`config.mk`:
```
export PLATFORM = sky130hd
export DESIGN_NAME = dbio_regs
export DESIGN_NICKNAME = d
export VERILOG_FILES = /design/src/dbio_pkg.sv /design/src/dbio_regs.sv
export SDC_FILE = /design/constraint.sdc
export NUM_CORES = 1
export LEC_CHECK = 0
export BUFFER_PORTS_ARGS = -buffer_cell sky130_fd_sc_hd__buf_2
export CAP_MARGIN = 20
export CORE_ASPECT_RATIO = 0.8
export CORE_MARGIN = 5
export CORE_UTILIZATION = 48
export CTS_CLUSTER_SIZE = 16
export DETAILED_ROUTE_END_ITERATION = 6
export PLACE_DENSITY = 0.85
export SETUP_SLACK_MARGIN = 0.5
export SKIP_CTS_REPAIR_TIMING = 1
export SLEW_MARGIN = 20
export SYNTH_ARGS = -nofsm -noshare
export SYNTH_HDL_FRONTEND = slang
export SYNTH_SLANG_ARGS = --single-unit
```
`constraint.sdc`:
```
create_clock -name clk -period 1.9 [get_ports clk]
set_clock_uncertainty 0.15 [all_clocks]
set_input_delay 0.095 -clock clk [delete_from_list [all_inputs] [get_ports clk]]
set_output_delay 0.095 -clock clk [all_outputs]
set_load 0.01 [all_outputs]
```
`src/dbio_pkg.sv`:
```
// package for the acquisition card i/o register decode
package dbio_pkg;
   // ****************************************
   // register offsets
   // ****************************************
   localparam logic [3:0] DBIO_OFF_CNT0   = 4'h0;
   localparam logic [3:0] DBIO_OFF_CNT1   = 4'h1;
   localparam logic [3:0] DBIO_OFF_CNT2   = 4'h2;
   localparam logic [3:0] DBIO_OFF_CTRLW  = 4'h3;
   localparam logic [3:0] DBIO_OFF_LOW0   = 4'h4;
   localparam logic [3:0] DBIO_OFF_HIGH0  = 4'h5;
   localparam logic [3:0] DBIO_OFF_LOW1   = 4'h6;
   localparam logic [3:0] DBIO_OFF_HIGH1  = 4'h7;
   localparam logic [3:0] DBIO_OFF_STAT   = 4'h8;
   localparam logic [3:0] DBIO_OFF_GAIN   = 4'h9;
   localparam logic [3:0] DBIO_OFF_CHAN   = 4'ha;
   localparam logic [3:0] DBIO_OFF_MODE   = 4'hb;
   localparam logic [3:0] DBIO_OFF_TRIG   = 4'hc;
   localparam logic [3:0] DBIO_OFF_DOLO   = 4'hd;
   localparam logic [3:0] DBIO_OFF_DOHI   = 4'he;
   // ****************************************
   // field positions, mode codes and reset values
   // ****************************************
   localparam int         DBIO_READY_BIT  = 4;
   localparam logic [7:0] DBIO_IDLE_BYTE  = 8'hff;
   localparam logic [1:0] DBIO_GAIN_RST   = 2'h0;
   localparam logic [3:0] DBIO_CHAN_RST   = 4'h0;
   localparam logic [2:0] DBIO_MODE_RST   = 3'h0;
   localparam logic [2:0] DBIO_MODE_POLL  = 3'h1;
   localparam logic [2:0] DBIO_MODE_DMA   = 3'h2;
   localparam logic [2:0] DBIO_MODE_INT   = 3'h6;
   localparam logic [5:0] DBIO_BASE_RST   = 6'h22;
   // host bus cycle as seen after the pin synchronisers
   typedef struct packed {
      logic       rd;
      logic       wr;
      logic [9:0] addr;
      logic [7:0] data;
   } dbio_bus_t;
   // timer port access toward the timer block
   typedef struct packed {
      logic       rd;
      logic       wr;
      logic [1:0] sel;
      logic [7:0] data;
   } dbio_tmr_t;
endpackage

```
`src/dbio_regs.sv`:
```
// i/o register decode of the acquisition card
`timescale 1ns/10ps
module dbio_regs
   import dbio_pkg::*;
(
   input  wire logic        clk,
   input  wire logic        reset,
   input  wire logic [5:0]  base_sel,
   input  wire logic        host_rd,
   input  wire logic        host_wr,
   input  wire logic [9:0]  host_addr,
   input  wire logic [7:0]  host_wdata,
   output logic [7:0]       host_rdata,
   output logic             host_rdata_oe,
   input  wire logic [15:0] conv_result,
   input  wire logic        conv_start,
   input  wire logic        conv_done,
   input  wire logic [15:0] digital_inputs,
   input  wire logic [7:0]  tmr_rdata,
   output dbio_tmr_t        tmr_req,
   output logic [11:0]      dac_first_code,
   output logic [11:0]      dac_second_code,
   output logic [1:0]       gain_code,
   output logic [3:0]       chan_code,
   output logic [2:0]       mode_code,
   output logic             soft_trigger,
   output logic             irq_req,
   output logic [15:0]      digital_outputs
);
   // ****************************************
   // pin synchronisers
   // ****************************************
   // every host pin and the input pins cross two flops before use
   dbio_bus_t   bus_s1_q;
   dbio_bus_t   bus_q;
   logic [15:0] din_s1_q;
   logic [15:0] din_q;
   logic [5:0]  base_s1_q;
   logic [5:0]  base_q;
   logic        rd_prev_q;
   logic        wr_prev_q;

   always_ff @(posedge clk)
   begin
      if (reset)
      begin
         bus_s1_q  <= '0;
         bus_q     <= '0;
         din_s1_q  <= '0;
         din_q     <= '0;
         base_s1_q <= DBIO_BASE_RST;
         base_q    <= DBIO_BASE_RST;
         rd_prev_q <= 1'b0;
         wr_prev_q <= 1'b0;
      end
      else
      begin
         bus_s1_q  <= '{rd: host_rd, wr: host_wr, addr: host_addr, data: host_wdata};
         bus_q     <= bus_s1_q;
         din_s1_q  <= digital_inputs;
         din_q     <= din_s1_q;
         base_s1_q <= base_sel;
         base_q    <= base_s1_q;
         rd_prev_q <= bus_q.rd;
         wr_prev_q <= bus_q.wr;
      end
   end

   // ****************************************
   // address decode
   // ****************************************
   // one strobe per host cycle: act on the rising edge of the
   // synchronised command, so a long bus cycle is one access
   function automatic logic hit(input logic [3:0] off, input logic [3:0] want);
      hit = (off == want);
   endfunction

   wire       in_block = (bus_q.addr[9:4] == base_q);
   wire [3:0] off      = bus_q.addr[3:0];
   wire       wr_stb   = bus_q.wr & ~wr_prev_q & in_block;
   wire       rd_stb   = bus_q.rd & ~rd_prev_q & in_block;
   wire       rd_lvl   = bus_q.rd & in_block;
   wire       tmr_hit  = (off <= DBIO_OFF_CNT2);
   wire       tmr_ctl  = hit(off, DBIO_OFF_CTRLW) & wr_stb;
   wire       clr_stb  = wr_stb & hit(off, DBIO_OFF_STAT);

   // ****************************************
   // stored registers
   // ****************************************
   logic [7:0]  stage0_q;
   logic [7:0]  stage1_q;
   logic [11:0] dac0_q;
   logic [11:0] dac1_q;
   logic [1:0]  gain_q;
   logic [3:0]  chan_q;
   logic [2:0]  mode_q;
   logic [15:0] dout_q;
   logic        trig_q;
   logic        ready_n_q;
   logic        irq_stat_q;
   logic [7:0]  rdata_q;
   logic        rdoe_q;
   dbio_tmr_t   tmr_q;

   // low bytes only stage; the 12-bit latch takes the staged byte
   // with the high nibble so the converter never sees a half code
   always_ff @(posedge clk)
   begin
      if (reset)
      begin
         stage0_q <= '0;
         stage1_q <= '0;
         dac0_q   <= '0;
         dac1_q   <= '0;
         gain_q   <= DBIO_GAIN_RST;
         chan_q   <= DBIO_CHAN_RST;
         mode_q   <= DBIO_MODE_RST;
         dout_q   <= '0;
      end
      else if (wr_stb)
      begin
         case (off)
            DBIO_OFF_LOW0:  stage0_q <= bus_q.data;
            DBIO_OFF_HIGH0: dac0_q <= {bus_q.data[3:0], stage0_q};
            DBIO_OFF_LOW1:  stage1_q <= bus_q.data;
            DBIO_OFF_HIGH1: dac1_q <= {bus_q.data[3:0], stage1_q};
            DBIO_OFF_GAIN:  gain_q <= bus_q.data[1:0];
            DBIO_OFF_CHAN:  chan_q <= bus_q.data[3:0];
            DBIO_OFF_MODE:  mode_q <= bus_q.data[2:0];
            DBIO_OFF_DOLO:  dout_q[7:0] <= bus_q.data;
            DBIO_OFF_DOHI:  dout_q[15:8] <= bus_q.data;
            default:        dout_q <= dout_q;
         endcase
      end
   end

   // ****************************************
   // conversion status and interrupt
   // ****************************************
   // done wins over start if both arrive together, and a done in
   // the clear cycle keeps the status bit set in interrupt mode so no event is lost
   wire int_mode = (mode_q == DBIO_MODE_INT);
   always_ff @(posedge clk)
   begin
      if (reset)
      begin
         trig_q     <= 1'b0;
         ready_n_q  <= 1'b1;
         irq_stat_q <= 1'b0;
      end
      else
      begin
         trig_q <= wr_stb & hit(off, DBIO_OFF_TRIG);
         if (conv_done)
            ready_n_q <= 1'b0;
         else if (conv_start)
            ready_n_q <= 1'b1;
         if (conv_done & int_mode)
            irq_stat_q <= 1'b1;
         else if (clr_stb)
            irq_stat_q <= 1'b0;
      end
   end

   // ****************************************
   // read mux and timer port
   // ****************************************
   // reserved offsets return all ones and touch nothing
   logic [7:0] rd_mux;
   always_comb
   begin
      case (off)
         DBIO_OFF_LOW0:  rd_mux = conv_result[7:0];
         DBIO_OFF_HIGH0: rd_mux = conv_result[15:8];
         DBIO_OFF_LOW1:  rd_mux = din_q[7:0];
         DBIO_OFF_HIGH1: rd_mux = din_q[15:8];
         DBIO_OFF_STAT:  rd_mux = {3'h7, ready_n_q, 4'hf};
         DBIO_OFF_CNT0,
         DBIO_OFF_CNT1,
         DBIO_OFF_CNT2:  rd_mux = tmr_rdata;
         default:        rd_mux = DBIO_IDLE_BYTE;
      endcase
   end

   always_ff @(posedge clk)
   begin
      if (reset)
      begin
         rdata_q <= DBIO_IDLE_BYTE;
         rdoe_q  <= 1'b0;
         tmr_q   <= '0;
      end
      else
      begin
         rdata_q   <= rd_mux;
         rdoe_q    <= rd_lvl;
         tmr_q.rd  <= rd_stb & tmr_hit;
         tmr_q.wr  <= wr_stb & (tmr_hit | tmr_ctl);
         tmr_q.sel <= off[1:0];
         tmr_q.data <= bus_q.data;
      end
   end

   assign host_rdata      = rdata_q;
   assign host_rdata_oe   = rdoe_q;
   assign tmr_req         = tmr_q;
   assign dac_first_code  = dac0_q;
   assign dac_second_code = dac1_q;
   assign gain_code       = gain_q;
   assign chan_code       = chan_q;
   assign mode_code       = mode_q;
   assign soft_trigger    = trig_q;
   assign irq_req         = irq_stat_q;
   assign digital_outputs = dout_q;

   // ****************************************
   // checks
   // ****************************************
   a_trig_pulse: assert property (@(posedge clk) disable iff (reset)
      (wr_stb && off == DBIO_OFF_TRIG) |=> soft_trigger ##1 !soft_trigger)
      else $error("trigger pulse missing or too long");
   a_ready_done: assert property (@(posedge clk) disable iff (reset)
      conv_done |=> !ready_n_q)
      else $error("ready flag not cleared on done");
   a_ready_start: assert property (@(posedge clk) disable iff (reset)
      (conv_start && !conv_done) |=> ready_n_q)
      else $error("ready flag not set on start");
   a_irq_clear: assert property (@(posedge clk) disable iff (reset)
      (clr_stb && !conv_done) |=> !irq_req)
      else $error("status bit not cleared");
   a_irq_set: assert property (@(posedge clk) disable iff (reset)
      (conv_done && int_mode) |=> irq_req)
      else $error("status bit not set in interrupt mode");
   a_dac_hold: assert property (@(posedge clk) disable iff (reset)
      (wr_stb && off == DBIO_OFF_LOW0) |=> $stable(dac_first_code))
      else $error("latch moved on low byte write");
   a_dac_load: assert property (@(posedge clk) disable iff (reset)
      (wr_stb && off == DBIO_OFF_HIGH1)
      |=> dac_second_code == {$past(bus_q.data[3:0]), stage1_q})
      else $error("second latch wrong after high write");
   a_gain_load: assert property (@(posedge clk) disable iff (reset)
      (wr_stb && off == DBIO_OFF_GAIN) |=> gain_code == $past(bus_q.data[1:0]))
      else $error("gain not stored");
   a_outside: assert property (@(posedge clk) disable iff (reset)
      (bus_q.wr && !in_block) |=> $stable(digital_outputs) && !soft_trigger)
      else $error("access outside block acted");
   a_status_rd: assert property (@(posedge clk) disable iff (reset)
      (rd_lvl && off == DBIO_OFF_STAT) |=> host_rdata[DBIO_READY_BIT] == $past(ready_n_q))
      else $error("status read wrong");

   // ****************************************
   // latch and field checks
   // ****************************************
   // each stored field must take exactly the documented bits of the strobed byte
   a_dac0_load: assert property (@(posedge clk) disable iff (reset)
      (wr_stb && off == DBIO_OFF_HIGH0) |=> dac_first_code == {$past(bus_q.data[3:0]), stage0_q})
      else $error("first latch wrong after high write");
   a_high_nibble: assert property (@(posedge clk) disable iff (reset)
      (wr_stb && off == DBIO_OFF_HIGH0) |=> dac_first_code[11:8] == $past(bus_q.data[3:0]))
      else $error("high nibble wrong in first latch");
   a_dac1_hold: assert property (@(posedge clk) disable iff (reset)
      (wr_stb && off == DBIO_OFF_LOW1) |=> $stable(dac_second_code))
      else $error("second latch moved on low byte write");
   a_stage0_load: assert property (@(posedge clk) disable iff (reset)
      (wr_stb && off == DBIO_OFF_LOW0) |=> stage0_q == $past(bus_q.data))
      else $error("first staging byte not taken");
   a_stage1_load: assert property (@(posedge clk) disable iff (reset)
      (wr_stb && off == DBIO_OFF_LOW1) |=> stage1_q == $past(bus_q.data))
      else $error("second staging byte not taken");
   a_dac0_keep: assert property (@(posedge clk) disable iff (reset)
      (wr_stb && off == DBIO_OFF_HIGH1) |=> $stable(dac_first_code))
      else $error("first latch moved on second channel write");
   a_chan_load: assert property (@(posedge clk) disable iff (reset)
      (wr_stb && off == DBIO_OFF_CHAN) |=> chan_code == $past(bus_q.data[3:0]))
      else $error("channel not stored");
   a_mode_load: assert property (@(posedge clk) disable iff (reset)
      (wr_stb && off == DBIO_OFF_MODE) |=> mode_code == $past(bus_q.data[2:0]))
      else $error("mode not stored");
   a_dout_low: assert property (@(posedge clk) disable iff (reset)
      (wr_stb && off == DBIO_OFF_DOLO) |=> digital_outputs[7:0] == $past(bus_q.data))
      else $error("output low byte not stored");
   a_dout_high: assert property (@(posedge clk) disable iff (reset)
      (wr_stb && off == DBIO_OFF_DOHI) |=> digital_outputs[15:8] == $past(bus_q.data))
      else $error("output high byte not stored");
   a_gain_keep: assert property (@(posedge clk) disable iff (reset)
      (wr_stb && off != DBIO_OFF_GAIN) |=> $stable(gain_code))
      else $error("gain moved on other write");

   // timer routing and trigger: one pulse per strobe, never on its own
   a_tmr_wr: assert property (@(posedge clk) disable iff (reset)
      (wr_stb && off <= DBIO_OFF_CTRLW) |=> tmr_req.wr && tmr_req.sel == $past(off[1:0]))
      else $error("timer write not routed");
   a_tmr_data: assert property (@(posedge clk) disable iff (reset)
      (wr_stb && off <= DBIO_OFF_CTRLW) |=> tmr_req.data == $past(bus_q.data))
      else $error("timer write byte wrong");
   a_tmr_rd: assert property (@(posedge clk) disable iff (reset)
      (rd_stb && off <= DBIO_OFF_CNT2) |=> tmr_req.rd)
      else $error("timer read not routed");
   a_tmr_ctl_rd: assert property (@(posedge clk) disable iff (reset)
      (rd_stb && off == DBIO_OFF_CTRLW) |=> !tmr_req.rd)
      else $error("control word port read reached timer");
   a_tmr_quiet: assert property (@(posedge clk) disable iff (reset)
      (!wr_stb && !rd_stb) |=> !tmr_req.rd && !tmr_req.wr)
      else $error("timer access without a host strobe");
   a_timer_rdata: assert property (@(posedge clk) disable iff (reset)
      (rd_lvl && off <= DBIO_OFF_CNT2) |=> host_rdata == $past(tmr_rdata))
      else $error("timer read byte wrong");
   a_trig_only: assert property (@(posedge clk) disable iff (reset)
      !(wr_stb && off == DBIO_OFF_TRIG) |=> !soft_trigger)
      else $error("trigger without a trigger write");

   // status, interrupt and read path
   a_irq_hold: assert property (@(posedge clk) disable iff (reset)
      (irq_req && !clr_stb) |=> irq_req)
      else $error("status bit dropped without a clear");
   a_irq_quiet: assert property (@(posedge clk) disable iff (reset)
      (!irq_req && !(conv_done && int_mode)) |=> !irq_req)
      else $error("status bit set without an event");
   a_irq_poll: assert property (@(posedge clk) disable iff (reset)
      (conv_done && !int_mode && !irq_req) |=> !irq_req)
      else $error("status bit set outside interrupt mode");
   a_ready_hold: assert property (@(posedge clk) disable iff (reset)
      (!conv_done && !conv_start) |=> $stable(ready_n_q))
      else $error("ready flag moved without an event");
   a_rd_oe: assert property (@(posedge clk) disable iff (reset)
      rd_lvl |=> host_rdata_oe)
      else $error("data bus not driven during read");
   a_rd_quiet: assert property (@(posedge clk) disable iff (reset)
      !rd_lvl |=> !host_rdata_oe)
      else $error("data bus driven outside a read");
   a_outside_rd: assert property (@(posedge clk) disable iff (reset)
      (bus_q.rd && !in_block) |=> !host_rdata_oe)
      else $error("read outside block answered");
   a_result_lo: assert property (@(posedge clk) disable iff (reset)
      (rd_lvl && off == DBIO_OFF_LOW0) |=> host_rdata == $past(conv_result[7:0]))
      else $error("result low byte wrong");
   a_result_hi: assert property (@(posedge clk) disable iff (reset)
      (rd_lvl && off == DBIO_OFF_HIGH0) |=> host_rdata == $past(conv_result[15:8]))
      else $error("result high byte wrong");
   a_din_lo: assert property (@(posedge clk) disable iff (reset)
      (rd_lvl && off == DBIO_OFF_LOW1) |=> host_rdata == $past(din_q[7:0]))
      else $error("input low byte wrong");
   a_din_hi: assert property (@(posedge clk) disable iff (reset)
      (rd_lvl && off == DBIO_OFF_HIGH1) |=> host_rdata == $past(din_q[15:8]))
      else $error("input high byte wrong");
   a_reserved_rd: assert property (@(posedge clk) disable iff (reset)
      (rd_lvl && off > DBIO_OFF_STAT) |=> host_rdata == DBIO_IDLE_BYTE)
      else $error("reserved read not idle value");
   a_rd_no_side: assert property (@(posedge clk) disable iff (reset)
      (rd_stb && off > DBIO_OFF_STAT) |=> $stable(gain_code) && $stable(digital_outputs))
      else $error("reserved read changed state");
endmodule

```
### After elaboration in Yosys (flattened, before gate mapping)

Index checks and enable logic that the tools add are counted.

| operators by class | value |
|---|---|
| reduce and logical (&&, ||, !) cells | 13 |
| multiplexer cells | 5 |
| bitwise operators | 14 |
| $lt $le $gt $ge | 1 |
| equal/unequal tests | 16 |

Operators with widths:

| operator | count |
|---|---|
| $pmux W8 S6 | 1 |
| $eq A4 B4 Y1 const B | 7 |
| $reduce_and A2 Y1 | 9 |
| $eq A4 B3 Y1 const B | 4 |
| $and A1 B1 Y1 | 11 |
| $eq A4 B2 Y1 const B | 2 |
| $eq A6 B6 Y1 | 1 |
| $eq A4 B1 Y1 const B | 1 |
| $le A4 B2 Y1 const B | 1 |
| $logic_not A4 Y1 | 1 |
| $mux W1 | 4 |
| $reduce_bool A2 Y1 | 2 |
| $eq A3 B3 Y1 const B | 1 |
| $reduce_or A3 Y1 | 1 |
| $not A1 Y1 | 2 |
| $or A1 B1 Y1 | 1 |

| storage, ports and cells | value |
|---|---|
| bits in registers | 175 |
| bits of input ports | 70 |

### Depth between registers and ports, before layout

| depth | value |
|---|---|
| depth after elaboration | 6 |
| depth in mapped cells | 7 |
| gate-level depth less buffers | 4 |

### Worst setup path after synthesis

Ideal clock, no wire load.

| path | value |
|---|---|
| kind | register -> register |
| start point | register base_q[1] |
| end point | register dac1_q[8] (netlist: dac_second_code[8]) |
| slack | -0.049 ns |
| stages on the path, launching flop included | 8 |
| period minus slack after synthesis | 1.949 ns |
| arrival | 1.667 ns |
| library setup time | 0.132 ns |
| path through | dfxtp_1 xnor2_1 nand4_1 buf_6 or4b_4 buf_6 buf_8 mux2i_1 |

| between the ends | value |
|---|---|
| word-level cells in the longest chain between the ends | 3 |

Ends and longest elaborated chain:

| item | RTL line | source |
|---|---|---|
| start, declared | dbio_regs.sv:39 | `logic [5:0] base_q;` |
| start signal, assigned | dbio_regs.sv:63 | `base_q <= base_s1_q;` |
| $eq A6 B6 Y1 | dbio_regs.sv:78 | `wire in_block = (bus_q.addr[9:4] == base_q);` |
| $and A1 B1 Y1 | dbio_regs.sv:80 | `wire wr_stb = bus_q.wr & ~wr_prev_q & in_block;` |
| $reduce_and A2 Y1 (no source line) | n/a |  |
| end signal, assigned | dbio_regs.sv:126 | `DBIO_OFF_HIGH1: dac1_q <= {bus_q.data[3:0], stage1_q};` |
| end, declared | dbio_regs.sv:93 | `logic [11:0] dac1_q;` |

No other way between the ends.
A chain may end at the register's enable or synchronous reset.

### Worst setup path in the final report

| path | value |
|---|---|
| start point | register bus_q[13] in the netlist's numbering |
| end point | register dac0_q[2] (netlist: dac_first_code[2]) |

| between the ends | value |
|---|---|
| word-level cells in the longest chain between the ends | 3 |

Ends and longest elaborated chain:

| item | RTL line | source |
|---|---|---|
| start, declared | dbio_regs.sv:35 | `dbio_bus_t bus_q;` |
| start signal, assigned | dbio_regs.sv:59 | `bus_q <= bus_s1_q;` |
| $eq A6 B6 Y1 | dbio_regs.sv:78 |  |
| $and A1 B1 Y1 | dbio_regs.sv:80 |  |
| $reduce_and A2 Y1 (no source line) | n/a |  |
| end signal, assigned | dbio_regs.sv:124 | `DBIO_OFF_HIGH0: dac0_q <= {bus_q.data[3:0], stage0_q};` |
| end, declared | dbio_regs.sv:92 | `logic [11:0] dac0_q;` |

No other way between the ends.

==> metrics list <==
- Status: finished, violations left
- The checks that failed: negative hold slack, negative setup slack.
- The number of antenna violations at the first check in global routing is 1.
- Once detail routing completed, the nets flagged for antenna violations numbered 0.
* Most frequent standard cell in the layout excluding fill and tap cells: sky130_fd_sc_hd__dfxtp_1
- The total overflow left after global routing is 0.
- Iter 0 DRT Violations: about 260
* Final HPWL DP: approximately 9.7 mm
- Clock-pin transition on the worst setup and hold timing paths: ~70 ps
* Number of placed instances with taps included: 838
* Share of synthesized area occupied by flip-flops and latches: 57.6%
- GP Congestion: 0.840
* Synth top area share: between 50% and 60%
- Pleak: 0.00392 uW
* H-tree levels: 4
- Predominant post-synthesis flop cell: sky130_fd_sc_hd__dfxtp_1
- Overall power consumption after layout is estimated at just under 8000 uW.
- Most frequent cells in the layout: 167 x sky130_fd_sc_hd__dfxtp_1, 140 x sky130_fd_sc_hd__buf_2, 88 x sky130_fd_sc_hd__nor2b_1
- Entering global routing, the biggest net connects 48 pins.
* Finished Layout Cells: 949
- Peak clock frequency supported by timing: 502 MHz
- Vertical die dimension: 111 um
- Power spread over the standard cell area amounts to 905 mW/mm2.
- After layout, the worst setup slack is -91.9 ps.
- Clock insertion delay at the later pin of the skew report: between 400 and 500 ps
- The first global-routing pass estimated 21.4 mm of wire.
* TNS Setup: -940 ps
- Headroom to the max-slew limit came out at 65.0%.
- Final Critical Period: 1990 ps
- STA puts the critical path data arrival time at 2180 ps.
- Drt drc: 0
- Counting flops and latches in the post-synthesis netlist gives 175.
- Clock Sinks: 175
* Combined area of all synthesized cells: 0.00608 mm2
- The number of nets handed over by synthesis was a little over 600.
- Die area: around 0.015 mm2
- Data on the critical path is required at its endpoint by approximately 2100 ps.
- Synthesized area divided by synthesized cell count: 11.3 um2
- The cell sitting at the root of the clock tree is a sky130_fd_sc_hd__clkbuf_16.
- Worst path top cell family by delay: simple AND/OR/NAND/NOR gates
* Max-cap violations: 0
- Along the worst path, the maximum fanout reaches 8.
- Worst IR Drop VDD: slightly above 0.6 mV
- Launch point of the worst reg-to-reg path: bus_q[13]$_SDFF_PP0_
- Vias per inst: 4.96
- The worst hold path begins at reset.
- Unrepaired setup endpoints after global routing: true
* Ports: between 100 and 150
- Signed area change from the synthesized netlist to the final layout: 40.8%
- Routed wirelength normalized by instance count: 17.2 um
* Type of origin of the critical path: flop
* Top cells by area in the synthesized netlist: sky130_fd_sc_hd__dfxtp_1 58%, sky130_fd_sc_hd__mux2i_1 10%, sky130_fd_sc_hd__nor2b_1 9.3%
* Library cell with the largest summed area after synthesis: sky130_fd_sc_hd__dfxtp_1
* Slew at the pin with the worst max-slew slack: 525 ps
- Crit end category: flop
- In this run the worst setup path begins at bus_q[13]$_SDFF_PP0_.
- The slowest stage of the critical path belongs to the cell sky130_fd_sc_hd__or4_4.
- After the last flow step, the layout net total stands at between 800 and 900.
- Final Hold Vio Count: 4
* Library cells used by synthesis: between 40 and 50
- Largest stage delay, worst path: 630 ps
* Via count of the first global-routing pass: 4324
* Asr flop ratio synth: 0%
- The tightest min-delay check is of the in -> reg type.
* Area of the placeable core: 0.0123 mm2
* Num CTS Buffers: 17
- Layout cells sized above 1: roughly a third
* Total track usage: 18.0%
- Count of pins over their slew limit: 0
- Setup violations remaining at the end of the flow were counted as 27.
- Cell Chain, Critical Path: xnor2_2, nand4_1, buf_4, or4_4, mux2i_1
- Horizontal die dimension: 136 um
* First-pass detailed-route iteration total: 7
* Post-Syn Instances: 540
- The clock passes through at most 2 buffers.
* Hold WS: -40.6 ps
- Number of enable-type register cells in the synthesized netlist: 0
- Input and output buffers added on the ports amount to 141.
* Ratio of final minimum period to clock period: 105%
* Synth warn: 0
- Drt total wl: ~16 mm
- Counting both buffers and inverters, the worst setup path holds a total of 1.
- Fillers: roughly 810
- TritonCTS built the clock tree.
* Placement Rows: 36
- Type of the worst setup path: reg -> reg
- Once the floorplan was initialized, standard cells occupied between 40% and 50% of the core.
- The routed layout has 4709 vias.
sequential cells by signal, indices dropped and copies added, names as in the netlist, 2 cells and up:
signal / count
bus_s1_q: 20
bus_q: 20
chan_code: 4
host_rdata: 8
dac_first_code: 12
stage1_q: 8
gain_code: 2
base_s1_q: 6
din_q: 16
din_s1_q: 16
mode_code: 3
digital_outputs: 16
base_q: 6
dac_second_code: 12
stage0_q: 8
tmr_req: 12
report_power, final:
part           total, uW  switching (uW)  internal [uW]
sequential          3810            40.2           3770
clock               3390            1390           1990
combinational        548             234            314
worst paths after layout:
check,to,slack [ps],cells after the start
worst min-delay path,bus_q[7]$_SDFF_PP0_,-40,2
worst max-delay path,dac_first_code[2]$_SDFFE_PP0P_,-90,5
worst max register to register,dac_first_code[2]$_SDFFE_PP0P_,-90,5
worst min register to register,base_q[5]$_SDFF_PP1_,270,1
metal layers:
layer | global-route usage [%] | wire length (um) | vias to the layer above
met5 | 0 | 0 | -
met4 | 7.32 | 456 | 0
met3 | 4.99 | 999 | 42
met2 | 29.7 | 8230 | 175
met1 | 22.2 | 6680 | 2264
li1 | - | - | 2228
cell type report:
cell class              instances  area [um2]  share of cell area, %
diodes                          1        2.50                 0.0292
clock buffers                  21         460                   5.38
clock inverters                10         113                   1.32
inverters                       9        33.8                  0.395
multi-input cells             321        2520                   29.5
flip-flops and latches        175        3520                   41.1
well taps                     171         214                   2.50
repair buffers                241        1700                   19.8
stage by stage:
step           worst slack, ps  util (%)  cell area [um2]
2_1_floorplan             3.70         -             6140
3_3_place_gp              1.96      57.3             7040
3_5_place_dp              -124      57.3             7040
4_1_cts                   -145      61.9             7620
5_1_grt                   -133      69.6             8560
6_report                 -91.9      69.6             8560
Yosys cell counts, types with 3 or more instances:
cell,instances
sky130_fd_sc_hd__o31ai_1,3
sky130_fd_sc_hd__nand2_1,6
sky130_fd_sc_hd__nor4_1,3
sky130_fd_sc_hd__nor3_1,5
sky130_fd_sc_hd__buf_6,4
sky130_fd_sc_hd__clkbuf_1,29
sky130_fd_sc_hd__nand4_1,5
sky130_fd_sc_hd__or2_1,4
sky130_fd_sc_hd__o21ai_1,8
sky130_fd_sc_hd__nand3_1,4
sky130_fd_sc_hd__inv_1,6
sky130_fd_sc_hd__or3_1,3
sky130_fd_sc_hd__nand2b_1,73
sky130_fd_sc_hd__and2_1,4
sky130_fd_sc_hd__mux2i_1,63
sky130_fd_sc_hd__a21oi_1,5
sky130_fd_sc_hd__nor2b_1,90
sky130_fd_sc_hd__inv_2,3
sky130_fd_sc_hd__dfxtp_1,175
sky130_fd_sc_hd__nor2_1,4
sky130_fd_sc_hd__mux4_2,5
sky130_fd_sc_hd__xnor2_1,6
cells by family (layout without fill, tap and decap cells):
| kind of cell | Yosys count | in the layout | share of synthesized area [%] |
|---|---|---|---|
| AOI/OAI and AO/OA | 25 | 25 | 2.66 |
| xor gates and xnor gates | 6 | 6 | 0.865 |
| buffers and inverters | 47 | 281 | 3.62 |
| DFF | 175 | 175 | 57.6 |
| muxes | 69 | 69 | 12.4 |
| other | 0 | 1 | 0 |
| and+or+nand+nor | 218 | 221 | 22.8 |
Note: power is estimated with default switching activity, not from simulation.
